<file path="src/inc/tmwc_pkg.sv">
// Overview of operation
// - blocks 0-4 and 7-15 are rewritable user blocks, each lockable on its own
// - a protected block can never be unprotected by any command sequence
// - counters at blocks 5 and 6 accept only a strictly lower value
// - any decrement step of one or more is accepted in one write
// - counter 5 ships as fffffffe, counter 6 as ffffffff
// - a counter at zero is exhausted and can never be reloaded
// - reader writes the complete new 32-bit value to the counter block
// - power loss while programming leaves the previous value intact
// - counter blocks 5 and 6 can be locked and then act as read-only
// - writes to a protected block are ignored, contents unchanged
// - writes to blocks 7 to 15 run an erase cycle before programming
// - system block 255 is never erased; writes can only clear bits
// - system block with all 32 bits zero rejects any further update
// - bits 16 to 31 of block 255 lock blocks 0 to 15, zero locks
// - a cleared lock bit never returns to one
// - new locks take effect only at a select with matching identifier
// - fixed option holds an 8-bit select identifier in bits 7:0 of block 255
// - fixed option disables random identifier generation
// - every accepted write to blocks 0 to 15 replaces all 32 bits of the block
// - every block can be read whatever its protection state
package tmwc_pkg;
   localparam int unsigned ADDR_W = 8;
   localparam int unsigned DATA_W = 32;
   localparam int unsigned NBLK = 16;
   localparam logic [7:0] CNT_A_ADDR = 8'h05;
   localparam logic [7:0] CNT_B_ADDR = 8'h06;
   localparam logic [7:0] AUTO_ERASE_LO = 8'h07;
   localparam logic [7:0] SYS_ADDR = 8'hff;
   localparam logic [31:0] CNT_A_RST = 32'hffff_fffe;
   localparam logic [31:0] CNT_B_RST = 32'hffff_ffff;
   localparam logic [31:0] USER_RST = 32'hffff_ffff;
   localparam logic [31:0] SYS_RST = 32'hffff_ffff;
   localparam int unsigned LOCK_LSB = 16;
   localparam int unsigned LOCK_MSB = 31;
   localparam int unsigned FACTORY_BIT = 15;
   localparam int unsigned ID_MSB = 7;
   localparam logic [7:0] ID_SEED = 8'h5a;
   // timing of the self-timed nonvolatile cycle
   localparam int unsigned CLK_PERIOD_NS = 10;
   localparam int unsigned ERASE_TIME_NS = 1000;
   localparam int unsigned PROG_TIME_NS = 2000;
   localparam int unsigned ERASE_CYC = (ERASE_TIME_NS + CLK_PERIOD_NS - 1) / CLK_PERIOD_NS;
   localparam int unsigned PROG_CYC = (PROG_TIME_NS + CLK_PERIOD_NS - 1) / CLK_PERIOD_NS;

   typedef enum logic [2:0] {
      OP_NONE,
      OP_READ,
      OP_WRITE,
      OP_SELECT,
      OP_NEW_ID
   } tmwc_op_t;

   typedef struct packed {
      logic valid;
      tmwc_op_t op;
      logic [7:0] addr;
      logic [31:0] data;
   } tmwc_req_t;

   typedef struct packed {
      logic rd_valid;
      logic [31:0] rd_data;
      logic wr_done;
      logic sel_match;
      logic busy;
   } tmwc_rsp_t;

   // shipping contents of the sixteen blocks
   function automatic logic [15:0][31:0] tmwc_factory_mem();
      logic [15:0][31:0] m;
      for (int i = 0; i < 16; i++) begin
         m[i] = USER_RST;
      end
      m[CNT_A_ADDR[3:0]] = CNT_A_RST;
      m[CNT_B_ADDR[3:0]] = CNT_B_RST;
      return m;
   endfunction
endpackage

</file>
<file path="src/tmwc_nv_seq.sv">
`timescale 1ns/100ps
`default_nettype none
module tmwc_nv_seq #(
   parameter int unsigned ERASE_CYC = tmwc_pkg::ERASE_CYC,
   parameter int unsigned PROG_CYC = tmwc_pkg::PROG_CYC
) (
   input wire logic clk_i,
   input wire logic reset_i,
   input wire logic ce_i,
   input wire logic start_i,
   input wire logic erase_i,
   input wire logic abort_i,
   output logic busy_o,
   output logic erasing_o,
   output logic done_o
);
   localparam int unsigned CW = 16;

   typedef enum logic [1:0] {
      PH_IDLE,
      PH_ERASE,
      PH_PROG
   } tmwc_ph_t;

   typedef struct packed {
      tmwc_ph_t ph;
      logic [CW-1:0] cnt;
      logic done;
   } tmwc_seq_t;

   tmwc_seq_t q;
   tmwc_seq_t d;

   // erase (only when erase_i) then program, each a fixed count; abort drops back to idle
   always_comb begin
      d = q;
      d.done = 1'b0;
      if (abort_i) begin
         d.ph = PH_IDLE;
         d.cnt = '0;
      end else begin
         unique case (q.ph)
            PH_IDLE: begin
               if (start_i && erase_i) begin
                  d.ph = PH_ERASE;
                  d.cnt = CW'(ERASE_CYC - 1);
               end else if (start_i) begin
                  d.ph = PH_PROG;
                  d.cnt = CW'(PROG_CYC - 1);
               end
            end
            PH_ERASE: begin
               if (q.cnt == '0) begin
                  d.ph = PH_PROG;
                  d.cnt = CW'(PROG_CYC - 1);
               end else begin
                  d.cnt = q.cnt - 1'b1;
               end
            end
            PH_PROG: begin
               if (q.cnt == '0) begin
                  d.ph = PH_IDLE;
                  d.done = 1'b1;
               end else begin
                  d.cnt = q.cnt - 1'b1;
               end
            end
         endcase
      end
   end

   always_ff @(posedge clk_i or posedge reset_i) begin
      if (reset_i) begin
         q <= '{ph: PH_IDLE, cnt: '0, done: 1'b0};
      end else if (ce_i) begin
         q <= d;
      end
   end

   assign busy_o = (q.ph != PH_IDLE);
   assign erasing_o = (q.ph == PH_ERASE);
   assign done_o = q.done;
endmodule // tmwc_nv_seq
`default_nettype wire

</file>
<file path="src/tmwc_core.sv">
`timescale 1ns/100ps
`default_nettype none
module tmwc_core #(
   parameter bit PRESET_EN = 1'b0,
   parameter logic [7:0] PRESET_ID = 8'h00, // arbitrary value
   parameter int unsigned ERASE_CYC = tmwc_pkg::ERASE_CYC,
   parameter int unsigned PROG_CYC = tmwc_pkg::PROG_CYC
) (
   input wire logic clk_i,
   input wire logic reset_i,
   input wire logic ce_i,
   input wire logic power_fail_i,
   input wire tmwc_pkg::tmwc_req_t req_i,
   output tmwc_pkg::tmwc_rsp_t rsp_o,
   output logic [7:0] tag_select_id_o,
   output logic [15:0] lock_state_o
);
   typedef struct packed {
      logic [15:0][31:0] mem;
      logic [31:0] sys;
      logic [15:0] lock;
      logic [7:0] sel_id;
      logic [7:0] lfsr;
      logic [2:0] pf_sync;
      logic pf;
      logic busy;
      logic pend_sys;
      logic [3:0] pend_addr;
      logic [31:0] pend_data;
      tmwc_pkg::tmwc_rsp_t rsp;
   } tmwc_core_t;

   tmwc_core_t q;
   tmwc_core_t d;

   logic acc;
   logic erase;
   logic start;
   logic [31:0] wval;
   logic [3:0] wa;
   logic seq_done;
   logic wr_req;

   // lock bit at zero protects its block
   function automatic logic blk_locked(input logic [15:0] lk, input logic [3:0] a);
      return !lk[a];
   endfunction

   function automatic logic is_counter(input logic [7:0] a);
      return (a == tmwc_pkg::CNT_A_ADDR) || (a == tmwc_pkg::CNT_B_ADDR);
   endfunction

   // shipped block 255: all ones, low byte replaced by the fixed identifier when PRESET_EN is set
   function automatic logic [31:0] sys_reset();
      logic [31:0] s;
      s = tmwc_pkg::SYS_RST;
      if (PRESET_EN) begin
         s[tmwc_pkg::ID_MSB:0] = PRESET_ID;
      end
      return s;
   endfunction

   localparam logic [31:0] SYS_INIT = sys_reset();
   localparam logic [7:0] ID_INIT = PRESET_EN ? PRESET_ID : tmwc_pkg::ID_SEED;
   localparam logic [15:0][31:0] MEM_INIT = tmwc_pkg::tmwc_factory_mem();

   assign wa = req_i.addr[3:0];
   assign wr_req = req_i.valid && (req_i.op == tmwc_pkg::OP_WRITE);

   // write admission: which blocks may change and to what
   always_comb begin
      acc = 1'b0;
      erase = 1'b0;
      wval = req_i.data;
      if (req_i.addr == tmwc_pkg::SYS_ADDR) begin
         wval = q.sys & req_i.data;
         wval[tmwc_pkg::FACTORY_BIT] = q.sys[tmwc_pkg::FACTORY_BIT];
         if (PRESET_EN) begin
            wval[tmwc_pkg::ID_MSB:0] = q.sys[tmwc_pkg::ID_MSB:0];
         end
         acc = (q.sys != '0);
      end else if (req_i.addr < 8'(tmwc_pkg::NBLK)) begin
         if (blk_locked(q.lock, wa)) begin
            acc = 1'b0;
         end else if (is_counter(req_i.addr)) begin
            acc = (req_i.data < q.mem[wa]);
         end else begin
            acc = 1'b1;
            erase = (req_i.addr >= tmwc_pkg::AUTO_ERASE_LO);
         end
      end
   end

   // a new cycle may start only when idle and the supply is good
   assign start = wr_req && !q.busy && !q.pf && acc;

   // next state of the whole block
   always_comb begin
      d = q;
      d.rsp.rd_valid = 1'b0;
      d.rsp.wr_done = 1'b0;
      d.rsp.sel_match = 1'b0;
      d.lfsr = {q.lfsr[6:0], q.lfsr[7] ^ q.lfsr[5] ^ q.lfsr[4] ^ q.lfsr[3]};
      // power-fail pin: three flops, change taken when last two agree
      d.pf_sync = {q.pf_sync[1:0], power_fail_i};
      if (q.pf_sync[1] == q.pf_sync[2]) begin
         d.pf = q.pf_sync[2];
      end
      // new value is held aside until the cycle ends; tearing drops it
      if (q.busy && q.pf) begin
         d.busy = 1'b0;
      end else if (q.busy && seq_done) begin
         if (q.pend_sys) begin
            d.sys = q.pend_data;
         end else begin
            d.mem[q.pend_addr] = q.pend_data;
         end
         d.busy = 1'b0;
         d.rsp.wr_done = 1'b1;
      end
      if (req_i.valid) begin
         unique case (req_i.op)
            tmwc_pkg::OP_READ: begin
               d.rsp.rd_valid = 1'b1;
               if (req_i.addr == tmwc_pkg::SYS_ADDR) begin
                  d.rsp.rd_data = q.sys;
               end else if (req_i.addr < 8'(tmwc_pkg::NBLK)) begin
                  d.rsp.rd_data = q.mem[wa];
               end else begin
                  d.rsp.rd_data = '0;
               end
            end
            tmwc_pkg::OP_WRITE: begin
               if (start) begin
                  d.busy = 1'b1;
                  d.pend_sys = (req_i.addr == tmwc_pkg::SYS_ADDR);
                  d.pend_addr = wa;
                  d.pend_data = wval;
               end else if (!q.busy && !q.pf) begin
                  d.rsp.wr_done = 1'b1;
               end
            end
            tmwc_pkg::OP_SELECT: begin
               if (req_i.data[tmwc_pkg::ID_MSB:0] == q.sel_id) begin
                  d.lock = q.sys[tmwc_pkg::LOCK_MSB:tmwc_pkg::LOCK_LSB];
                  d.rsp.sel_match = 1'b1;
               end
            end
            tmwc_pkg::OP_NEW_ID: begin
               if (!PRESET_EN) begin
                  d.sel_id = q.lfsr;
               end
            end
            default: begin
            end
         endcase
      end
      d.rsp.busy = d.busy;
   end

   // nonvolatile contents reset to shipping values; pf starts clear
   always_ff @(posedge clk_i or posedge reset_i) begin
      if (reset_i) begin
         q.mem <= MEM_INIT;
         q.sys <= SYS_INIT;
         q.lock <= SYS_INIT[tmwc_pkg::LOCK_MSB:tmwc_pkg::LOCK_LSB];
         q.sel_id <= ID_INIT;
         q.lfsr <= tmwc_pkg::ID_SEED;
         q.pf_sync <= 3'h0;
         q.pf <= 1'b0;
         q.busy <= 1'b0;
         q.pend_sys <= 1'b0;
         q.pend_addr <= 4'h0;
         q.pend_data <= 32'h0;
         q.rsp <= '0;
      end else if (ce_i) begin
         q <= d;
      end
   end

   tmwc_nv_seq #(
      .ERASE_CYC(ERASE_CYC),
      .PROG_CYC(PROG_CYC)
   ) u_seq (
      .clk_i(clk_i),
      .reset_i(reset_i),
      .ce_i(ce_i),
      .start_i(start),
      .erase_i(erase),
      .abort_i(q.pf),
      .busy_o(),
      .erasing_o(),
      .done_o(seq_done)
   );

   assign rsp_o = q.rsp;
   assign tag_select_id_o = q.sel_id;
   assign lock_state_o = q.lock;
endmodule // tmwc_core
`default_nettype wire

</file>
<file path="config.mk">
export PLATFORM = sky130hd
export DESIGN_NAME = tmwc_core
export DESIGN_NICKNAME = d
export VERILOG_FILES = /design/src/inc/tmwc_pkg.sv /design/src/tmwc_nv_seq.sv /design/src/tmwc_core.sv
export SDC_FILE = /design/constraint.sdc
export NUM_CORES = 1
export LEC_CHECK = 0
export BUFFER_PORTS_ARGS = -buffer_cell sky130_fd_sc_hd__buf_2
export CORE_MARGIN = 2
export CORE_UTILIZATION = 50
export DETAILED_ROUTE_END_ITERATION = 12
export GPL_TIMING_DRIVEN = 1
export PLACE_DENSITY = 0.66
export SLEW_MARGIN = 20
export SYNTH_ARGS = -nofsm -noshare
export SYNTH_HDL_FRONTEND = slang
export SYNTH_SLANG_ARGS = --single-unit
export TNS_END_PERCENT = 10
</file>
<file path="constraint.sdc">
create_clock -name clk_i -period 26.6 [get_ports clk_i]
set_clock_uncertainty 0.1 [all_clocks]
set_input_delay 3.99 -clock clk_i [delete_from_list [all_inputs] [get_ports clk_i]]
set_output_delay 3.99 -clock clk_i [all_outputs]
set_load 0.01 [all_outputs]
</file>
==> results of run 1 <==
[worst max path at each step]
stage                     slack (ps)  endpoint  startpoint  depth (start not counted)
after floorplan                 4610     d[76]     reset_i                          1
after global placement         16850     q[70]   req_i[32]                         14
after detailed placement       16780     q[70]   req_i[32]                         14
after CTS                      17420     q[70]   req_i[32]                         14
after global routing           17100     q[69]   req_i[32]                         14
final                          17450     q[68]   req_i[32]                         14
[state kept, by name (all words and copies together), names as in the netlist]
signal and flops:
q 584, tag_select_id_o 8, rsp_o 36, lock_state_o 16, u_seq.done_o 1, u_seq.q 18
d 9
[worst reg2reg max path, stage by stage, from the launching register on]
cell       delay, ps
dfstp_2          370
mux4_2           460
mux4_2           500
inv_1             70
ha_1             230
a21o_1           180
a21oi_1          210
o22ai_1          110
a311oi_1         670
o21a_2           290
o2111ai_4        510
buf_4            520
mux2_4           360
[cell families (layout without fill, tap and decap cells)]
kind of cell | Yosys count | count (layout) | share of synthesized area
muxes | 750 | 750 | 0.321
DFF | 672 | 672 | 0.548
buffers and inverters | 261 | 316 | 0.0387
and+or+nand+nor | 228 | 228 | 0.0343
AOI/OAI and AO/OA | 211 | 211 | 0.0404
adders and majority gates | 35 | 35 | 0.0137
xor gates and xnor gates | 12 | 12 | 0.00329
[power by group through the flow]
| stage | combinational, W | clock, W | sequential [W] |
|---|---|---|---|
| after global routing | 0.000165 | 0.00107 | 0.00107 |
| after floorplan | 0.000116 | 0 | 0.00107 |
| final | 0.000148 | 0.000999 | 0.00107 |
| after global placement | 0.000145 | 0 | 0.00108 |
| after detailed placement | 0.000148 | 0 | 0.00108 |
| after CTS | 0.000149 | 0.00102 | 0.00107 |
[metal layers]
metal  global-route usage  wire length [um]  vias up
met5                    0                16        -
met3               0.0471              5210       99
li1                     -                 -     7937
met4               0.0657              1500        2
met1                0.356             35700    10000
met2                0.399             38700      581
[placed cells by master, fill, tap and decap left out, types with 3 or more instances in the layout]
| cell type | synthesis | routed |
|---|---|---|
| clkinvlp_4 | 0 | 3 |
| mux2i_1 | 7 | 7 |
| bufinv_16 | 0 | 4 |
| nor2_1 | 28 | 27 |
| nand2_1 | 103 | 91 |
| nor3_1 | 12 | 12 |
| xor2_1 | 4 | 4 |
| mux2_2 | 578 | 578 |
| o21ai_0 | 122 | 122 |
| mux4_2 | 162 | 162 |
| nor3b_1 | 3 | 3 |
| nor4_1 | 11 | 11 |
| clkbuf_16 | 0 | 75 |
| a21oi_1 | 18 | 18 |
| inv_6 | 0 | 3 |
| ha_1 | 35 | 35 |
| nand3b_1 | 3 | 3 |
| or3_1 | 5 | 5 |
| buf_2 | 13 | 104 |
| inv_1 | 46 | 45 |
| clkbuf_1 | 77 | 22 |
| nor2b_1 | 4 | 4 |
| nand3_1 | 26 | 22 |
| nand2b_1 | 4 | 3 |
| nand2_2 | 0 | 11 |
| nand4_1 | 9 | 9 |
| a22oi_1 | 32 | 32 |
| a211oi_1 | 4 | 4 |
| dfrtp_1 | 105 | 105 |
| mux2_4 | 3 | 3 |
| clkbuf_8 | 0 | 11 |
| o31ai_1 | 9 | 9 |
| nand3_2 | 0 | 4 |
| and3_1 | 5 | 5 |
| or2_2 | 3 | 3 |
| buf_4 | 60 | 31 |
| xnor2_1 | 8 | 8 |
| clkinv_2 | 0 | 12 |
| o22ai_1 | 3 | 3 |
| dfstp_2 | 567 | 567 |
[layout make-up]
| type | count | area (sq um) |
|---|---|---|
| Clock buffer | 107 | 2100 |
| Clock inverter | 24 | 246 |
| Fill cell | 5065 | 27900 |
| Inverter | 46 | 180 |
| Multi-Input combinational cell | 1236 | 13300 |
| Sequential cell | 672 | 17500 |
| Tap cell | 846 | 1060 |
| Timing Repair Buffer | 139 | 818 |
[per-stage QoR]
stage	instances	instance area (sq um)	worst slack [ps]	util	total power, W
finish	3070	35200	17450	0.558	0.00222
global route	3070	35200	17100	0.558	0.00230
CTS	3070	35200	17420	0.558	0.00224
detailed placement	2939	32900	16780	0.521	0.00123
global placement	2939	32900	16850	0.521	0.00123
floorplan	2169	32000	4610	-	0.00119
==> flow_summary.ini, run 1 <==
[run_status]
status = complete, no violations

[cts]
cts_max_level = 3
cts_buffer_depth = 3
clock_latency_ps = 620
cts_buffers = 72
clock_sinks = 672
cts_root_buffer = clkbuf_16
post-cts-setup-buffers = 0
cts_resized = 0
cts_tree = yes
clkTransAtPathRegs_ps = 60
cts_hold_buf = 0

[drt]
finalWirelength_um = 81200
drtIter0Drc = 1597
drc_errors = 0
wl_per_cell_um = 26.4
vias = 18700
drtPass1Iterations = 5
ant_nets = 0
via_per_inst = 6.08

[setup_path]
crit_required_ps = 27000
cp_slowest_cell = buf_4
end_kind = register
crit_buf_inv = 4
reg2regPathDepth = 12
cp-start-kind = primary input
arrival_ps = 9550
r2r_start = q[624]
slowest_delay_ps = 790
reg2reg_slack_ps = 21900
crit_chain = clkbuf_8 -> buf_4 -> mux4_2 -> mux4_2 -> inv_1 -> ha_1 -> a211oi_1 -> nand3_1 -> o22a_1 -> o21a_1 -> o21ai_0 -> o2111ai_4 -> buf_4 -> mux2_4
reg2reg_to = q[68]
worstPathMaxFanout = 53
crit_family = buffers and inverters
crit_type = primary input to register

[sta]
drv_slew = 0
max_freq_ghz = 0.109
maxSlewHeadroom = 0.297
hold_viol = 0
setup_viol = 0
tns_ps = 0
hold_slack_ps = 371
rsz0062_at_grt = false
timing.final.crit_share = 0.344
min_period_ps = 9150
worst_pin_slew_ps = 1050

[final_layout]
nets = 2250
antennaDiodeCount = 0
layout-drive-gt1-share = 0.715
area_growth_pct = 10.1

[floorplan]
num_rows = 92
floorplan.io_pins = 108
die_h_um = 257
core_sq_mm = 0.0631
die-width_um = 257
die-area_sq_mm = 0.0660
start_util = 0.507

[pwr]
p_comb_frac = 0.067
p_sw_frac = 0.237
power.internal_w = 0.00169
power_frac_seq = 0.482
power_density_mw_per_mm2 = 63.0
power.switching_w = 0.000524
power.leakage_nw = 14.5
vdd_drop_max_mv = 0.0394
clkPwrFrac = 0.451

[global_route]
antenna_found_initial = 2
grt_max_degree = 177
grt_pass1_wl_um = 125000
grt.overflow.total = 0
grt_pass1_vias = 19400
grtUsageTotal = 0.251

[synth]
synth-seq-cells = 672
synth_edf_count = 0
ys_types = 61
synth_area_leaders = dfstp_2, mux2_2, mux4_2, dfrtp_1, o21ai_0
syn_avg_cell_area_sq_um = 14.7
synth_top_area_cell = dfstp_2
async_flop_share = 1.00
synth_cells = 2169
seq_area_frac_synth = 0.548
synthTopCellsByCount = mux2_2, dfstp_2, mux4_2
synth_top_area_frac = 0.466
syn_nets = 2252
yosys_warnings = 0
synth_area_sq_mm = 0.0320
yosysMostFrequentCell = mux2_2
synth_ff_type = dfstp_2

[hold_path]
min_to = rsp_o[12]
holdCritStartpoint = rsp_o[12]
whs_path_depth = 2
min_path_type = register to register

[job]
maxCapViolCount = 0

[placement]
gp_congestion = 0.873
port-buffer-count = 107
hpwl_um = 47600
Power figures use the tool's default switching activity.
==> run 2, diff against run 1 <==
--- a/config.mk
+++ b/config.mk
@@ -10,7 +10,7 @@
 export CORE_UTILIZATION = 50
 export DETAILED_ROUTE_END_ITERATION = 12
 export GPL_TIMING_DRIVEN = 1
-export PLACE_DENSITY = 0.66
+export PLACE_DENSITY = 0.69
 export SLEW_MARGIN = 20
 export SYNTH_ARGS = -nofsm -noshare
 export SYNTH_HDL_FRONTEND = slang
==> constraint.sdc (replaced) <==
create_clock -name clk_i -period 7.6 [get_ports clk_i]
set_clock_uncertainty 0.1 [all_clocks]
set_input_delay 1.14 -clock clk_i [delete_from_list [all_inputs] [get_ports clk_i]]
set_output_delay 1.14 -clock clk_i [all_outputs]
set_load 0.01 [all_outputs]
==> run 2 against run 1 <==
  * Global-route usage is 0.42 points lower
  * Critical path depth stayed put
  * Clock-buffer cell count is 6 lower
  * Final area is 0.26% higher
  * Die area stayed put
  * First-iteration DRC count is 2.3% lower
==> flow_summary.ini, run 2 (synthesis results as in run 1) <==
[sta]
worst_pin_slew_ps = 998
setup_viol = 0
hold_viol = 0
drv_slew = 0
maxSlewHeadroom = 0.333
max_freq_ghz = 0.184
min_period_ps = 5440
hold_slack_ps = 382
fin_ws_ps = 2160
rsz0062_at_grt = false
timing.final.crit_share = 0.715

[floorplan]
die-area_sq_mm = 0.0660
die-width_um = 257
start_util = 0.507
core_sq_mm = 0.0631
die_h_um = 257
floorplan.io_pins = 108
num_rows = 92

[setup_path]
arrival_ps = 5820
cp-start-kind = primary input
end_kind = register
worstPathMaxFanout = 45
crit_type = primary input to register
path_common_cell = mux4_2
crit_required_ps = 7980
slowest_delay_ps = 560
cp_slowest_cell = or4_1
crit_chain = clkbuf_8 -> buf_12 -> mux4_2 -> mux4_2 -> inv_1 -> ha_1 -> a21oi_1 -> a21boi_0 -> or4_1 -> a211oi_1 -> o21a_2 -> o2111ai_4 -> buf_4 -> mux2_4

[cts]
cts_hold_buf = 0
clock_sinks = 672
clkTransAtPathRegs_ps = 60
cts_resized = 0
cts_buffer_depth = 3
cts_tree = yes
cts_buffers = 70
cts_max_level = 3
post-cts-setup-buffers = 0
clock_latency_ps = 600
cts_root_buffer = clkbuf_16

[placement]
dp_slack_ps = 1510
postPlaceCellArea_sq_mm = 0.0330
gp_congestion = 0.851
port-buffer-count = 107
hpwl_um = 48300

[final_layout]
antennaDiodeCount = 0
n_fill_cell = 4987
largest_reg_flops = 584
nets = 2257
fin_util = 0.559
top_register = q
mostFrequentLayoutCell = mux2_2
design_area_sq_mm = 0.0353
layout_common_cells = mux2_2, dfstp_2, mux4_2
area_growth_pct = 10.4
layout-drive-gt1-share = 0.718

[drt]
wl_per_cell_um = 26.1
finalWirelength_um = 80100
via_per_inst = 6.12
vias = 18800
ant_nets = 0
drtIter0Drc = 1560
drtPass1Iterations = 5
drc_errors = 0

[global_route]
grtUsageTotal = 0.247
grt_pass1_vias = 19800
antenna_found_initial = 0
grt_pass1_wl_um = 124000
grt_max_degree = 184
grt.overflow.total = 0

[pwr]
total_power_w = 0.00771
power.leakage_nw = 14.6
vdd_drop_max_mv = 0.144
power_density_mw_per_mm2 = 218

[hold_path]
min_path_type = register to register

[job]
maxCapViolCount = 0

[run_status]
status = complete, no violations
-- run 2: through the flow --
| stage | std cells | TNS [ps] |
|---|---|---|
| after floorplan | 2169 | -248580 |
| after global placement | 2948 | 0 |
| after detailed placement | 2948 | 0 |
| after CTS | 3074 | 0 |
| after global routing | 3074 | 0 |
| final | 3074 | 0 |
-- run 2: power by group --
| part | switching (W) | total [W] | internal (W) |
|---|---|---|---|
| logic | 0.000323 | 0.000523 | 0.000199 |
| registers | 0.0000678 | 0.00374 | 0.00367 |
| clock network | 0.00142 | 0.00344 | 0.00202 |
-- run 2: worst max-delay path: cells and delay by family --
family	cells	cell delay (ps)
AOI/OAI and AO/OA	5	1090
muxes	3	1360
and+or+nand+nor	1	560
buffers and inverters	4	1300
adders and majority gates	1	240
-- run 2: final cells by class --
type                       instances  area, sq um  area share
multi-input combinational       1236        13300       0.377
inverter                          46          176     0.00500
tap                              846         1060      0.0300
timing repair buffer             148          933      0.0265
sequential                       672        17500       0.497
clock inverter                    25          248     0.00702
clock buffer                     101         2050      0.0582
-- run 2: per-layer routing --
layer / share of wire / GRT usage
met2: 0.48 / 0.396
met3: 0.052 / 0.0358
met1: 0.45 / 0.354
met4: 0.020 / 0.0665
met5: 0 / 0
-- run 2: final timing paths --
check | start | endpoint | slack [ps] | depth (start not counted)
min reg2reg | rsp_o[5] | rsp_o[5] | 380 | 2
max reg2reg | q[647] | q[71] | 3300 | 12
max in group asynchronous | reset_i | rsp_o[15] | 4850 | 4
min in group asynchronous | reset_i | q[65] | 570 | 2
max | req_i[32] | q[71] | 2160 | 14
min | rsp_o[5] | rsp_o[5] | 380 | 2
==> run 3, diff against run 2 <==
--- a/config.mk
+++ b/config.mk
@@ -5,6 +5,7 @@
 export SDC_FILE = /design/constraint.sdc
 export NUM_CORES = 1
 export LEC_CHECK = 0
+export ABC_AREA = 1
 export BUFFER_PORTS_ARGS = -buffer_cell sky130_fd_sc_hd__buf_2
 export CORE_MARGIN = 2
 export CORE_UTILIZATION = 50
==> constraint.sdc (replaced) <==
create_clock -name clk_i -period 4.7 [get_ports clk_i]
set_clock_uncertainty 0.1 [all_clocks]
set_input_delay 0.705 -clock clk_i [delete_from_list [all_inputs] [get_ports clk_i]]
set_output_delay 0.705 -clock clk_i [all_outputs]
set_load 0.01 [all_outputs]
==> run 3 against run 2 <==
  * Synthesized area shrank 0.78%
  * Wire length up 16%
  * Highest routed layer unchanged
  * Utilization is essentially flat
  * Critical path depth rose by 11
  * Via count grew 38%
  * Combinational power grew to 2.8 times the previous value
  * Global-route usage increased by 3.7 points
  * Sequential cell count did not move
==> flow_summary.ini, run 3 <==
[run_status]
status = complete, no violations

[sta]
setup_viol = 0
timing.final.crit_share = 0.849
drv_slew = 0
worst_pin_slew_ps = 921
maxSlewHeadroom = 0.386
max_freq_ghz = 0.250
min_period_ps = 3990
hold_viol = 0
rsz0062_at_grt = false

[synth]
ys_types = 50
synth-seq-cells = 672
synth_area_leaders = dfstp_2, o21ai_0, nand2_1, dfrtp_1, nor2_1
synth_cells = 3632
synth_edf_count = 0
yosys_warnings = 0
synth_top_area_cell = dfstp_2
synth_top_area_frac = 0.470
synth_ff_type = dfstp_2
syn_avg_cell_area_sq_um = 8.73
seq_area_frac_synth = 0.553
synth_area_sq_mm = 0.0317
yosysMostFrequentCell = o21ai_0
syn_nets = 3715
async_flop_share = 1.00
synthTopCellsByCount = o21ai_0, nand2_1, dfstp_2

[setup_path]
crit_required_ps = 5090
reg2reg_slack_ps = 1040
cp-start-kind = primary input
critical_path.startpoint = req_i[33]
arrival_ps = 4380
crit_type = primary input to register
reg2reg_to = q[44]
reg2regPathDepth = 18
worstSetupEndpoint = q[44]
worstPathMaxFanout = 60
r2r_start = q[361]
end_kind = register

[floorplan]
floorplan.io_pins = 108
num_rows = 92
die_h_um = 256
start_util = 0.505
die-area_sq_mm = 0.0655
die-width_um = 256
core_sq_mm = 0.0629

[placement]
dp.cells = 4331
port-buffer-count = 107
gp_congestion = 0.886
hpwl_um = 55900

[cts]
clkTransAtPathRegs_ps = 60
post-cts-setup-buffers = 0
cts_buffers = 70
cts_buffer_depth = 3
cts_root_buffer = clkbuf_16
cts_max_level = 3
cts_tree = yes
clock_latency_ps = 620
clock_sinks = 672
cts_resized = 0
cts_hold_buf = 0

[final_layout]
nets = 3640
mostFrequentLayoutCell = o21ai_0
n_fill_cell = 5624
top_register = q
layout_common_cells = o21ai_0, nand2_1, dfstp_2
largest_reg_flops = 584
layout.cells.non_filler = 4457
area_growth_pct = 10.9
antennaDiodeCount = 0
layout-drive-gt1-share = 0.256

[drt]
route.met2.wl_um = 41500
wl_per_cell_um = 20.8
finalWirelength_um = 92900
drc_errors = 0
vias = 26000
via_per_inst = 5.84
ant_nets = 0
drtIter0Drc = 3039
drtPass1Iterations = 6
maxUsedRoutingLayer = met4
met1_length_um = 41100
route.met3.wl_um = 7900

[pwr]
power_density_mw_per_mm2 = 379
total_power_w = 0.0133
vdd_drop_max_mv = 0.229
power.leakage_nw = 13.2

[global_route]
antenna_found_initial = 1
grt_pass1_vias = 24200
grtUsageTotal = 0.284
grt_pass1_wl_um = 146000
grt_max_degree = 134
grt.overflow.total = 0

[hold_path]
min_path_type = primary input to async pin

[job]
maxCapViolCount = 0
==> run 3: cell count changes after synthesis, sizes merged, moves of 55 or more <==
cell	previous run	this run
mux4	162	0
inv	46	122
clkbuf	77	246
a22o	0	63
nor2	28	356
nand2	103	817
o21ai	124	932
buf	138	83
mux2	581	1
o22ai	3	124
==> run 3: where the power goes <==
group          internal, W  switching (W)
Combinational     0.000529       0.000963
Sequential         0.00599       0.000155
Clock              0.00336        0.00232
==> run 3: final cells by class <==
| class | instances | area [sq um] | share of cell area |
|---|---|---|---|
| Sequential cell | 672 | 17500 | 0.498 |
| Multi-Input combinational cell | 2506 | 12300 | 0.349 |
| Clock buffer | 111 | 2180 | 0.0621 |
| Timing Repair Buffer | 182 | 1490 | 0.0422 |
| Tap cell | 846 | 1060 | 0.0301 |
| Inverter | 125 | 483 | 0.0137 |
| Clock inverter | 15 | 174 | 0.00495 |
==> run 3: metal layers <==
layer / vias to the layer above / global-route usage
li1: 12000 / -
met5: - / 0
met3: 148 / 0.0426
met4: 0 / 0.0861
met1: 12700 / 0.418
met2: 1151 / 0.434
==> run 3: stage by stage <==
step	utilization	worst slack, ps	cell area (sq um)	hold WS (ps)	setup TNS [ps]
global route	0.559	505	35200	177	0
detailed placement	0.522	141	32800	360	0
finish	0.559	708	35200	134	0
global placement	0.522	132	32800	357	0
floorplan	-	-4830	31700	342	-1849790
CTS	0.559	770	35200	131	0
==> run 3: how the worst min path moves through the flow <==
stage	end	depth (start not counted)	slack, ps	start
finish	rsp_o[25]	2	130	reset_i
floorplan	d[76]	2	340	d[76]
CTS	rsp_o[25]	2	130	reset_i
detailed placement	d[76]	2	360	d[76]
global route	rsp_o[25]	2	180	reset_i
global placement	d[77]	2	360	d[77]
==> run 3: critical path, cell delays in order <==
cell and delay [ps]:
buf_4 140, inv_4 150, buf_12 310, buf_4 330, buf_4 280, o21ai_0 110, o22ai_1 120, a22o_1 220
nor2_1 70, ha_1 270, nand2_1 100, nor2_1 60, a211oi_1 250, nand2_1 90, nand2_1 60, nand2_1 100
nand2_1 80, nand2_1 40, nand2_1 100, nand2_2 70, nand2_4 130, nand3_4 130, buf_4 250, nand2_1 100
o21ai_2 50
==> run 3: logic make-up (layout without fill, tap and decap cells) <==
| group | count (synthesis) | after routing | synth area share |
|---|---|---|---|
| AO/OA/AOI/OAI | 1195 | 1195 | 0.207 |
| XOR/XNOR | 19 | 19 | 0.00525 |
| adder cells (fa/ha/maj) | 35 | 35 | 0.0138 |
| buffers and inverters | 454 | 433 | 0.0638 |
| flip-flops | 672 | 672 | 0.553 |
| multiplexers | 1 | 1 | 0.000355 |
| AND/OR/NAND/NOR | 1256 | 1256 | 0.157 |
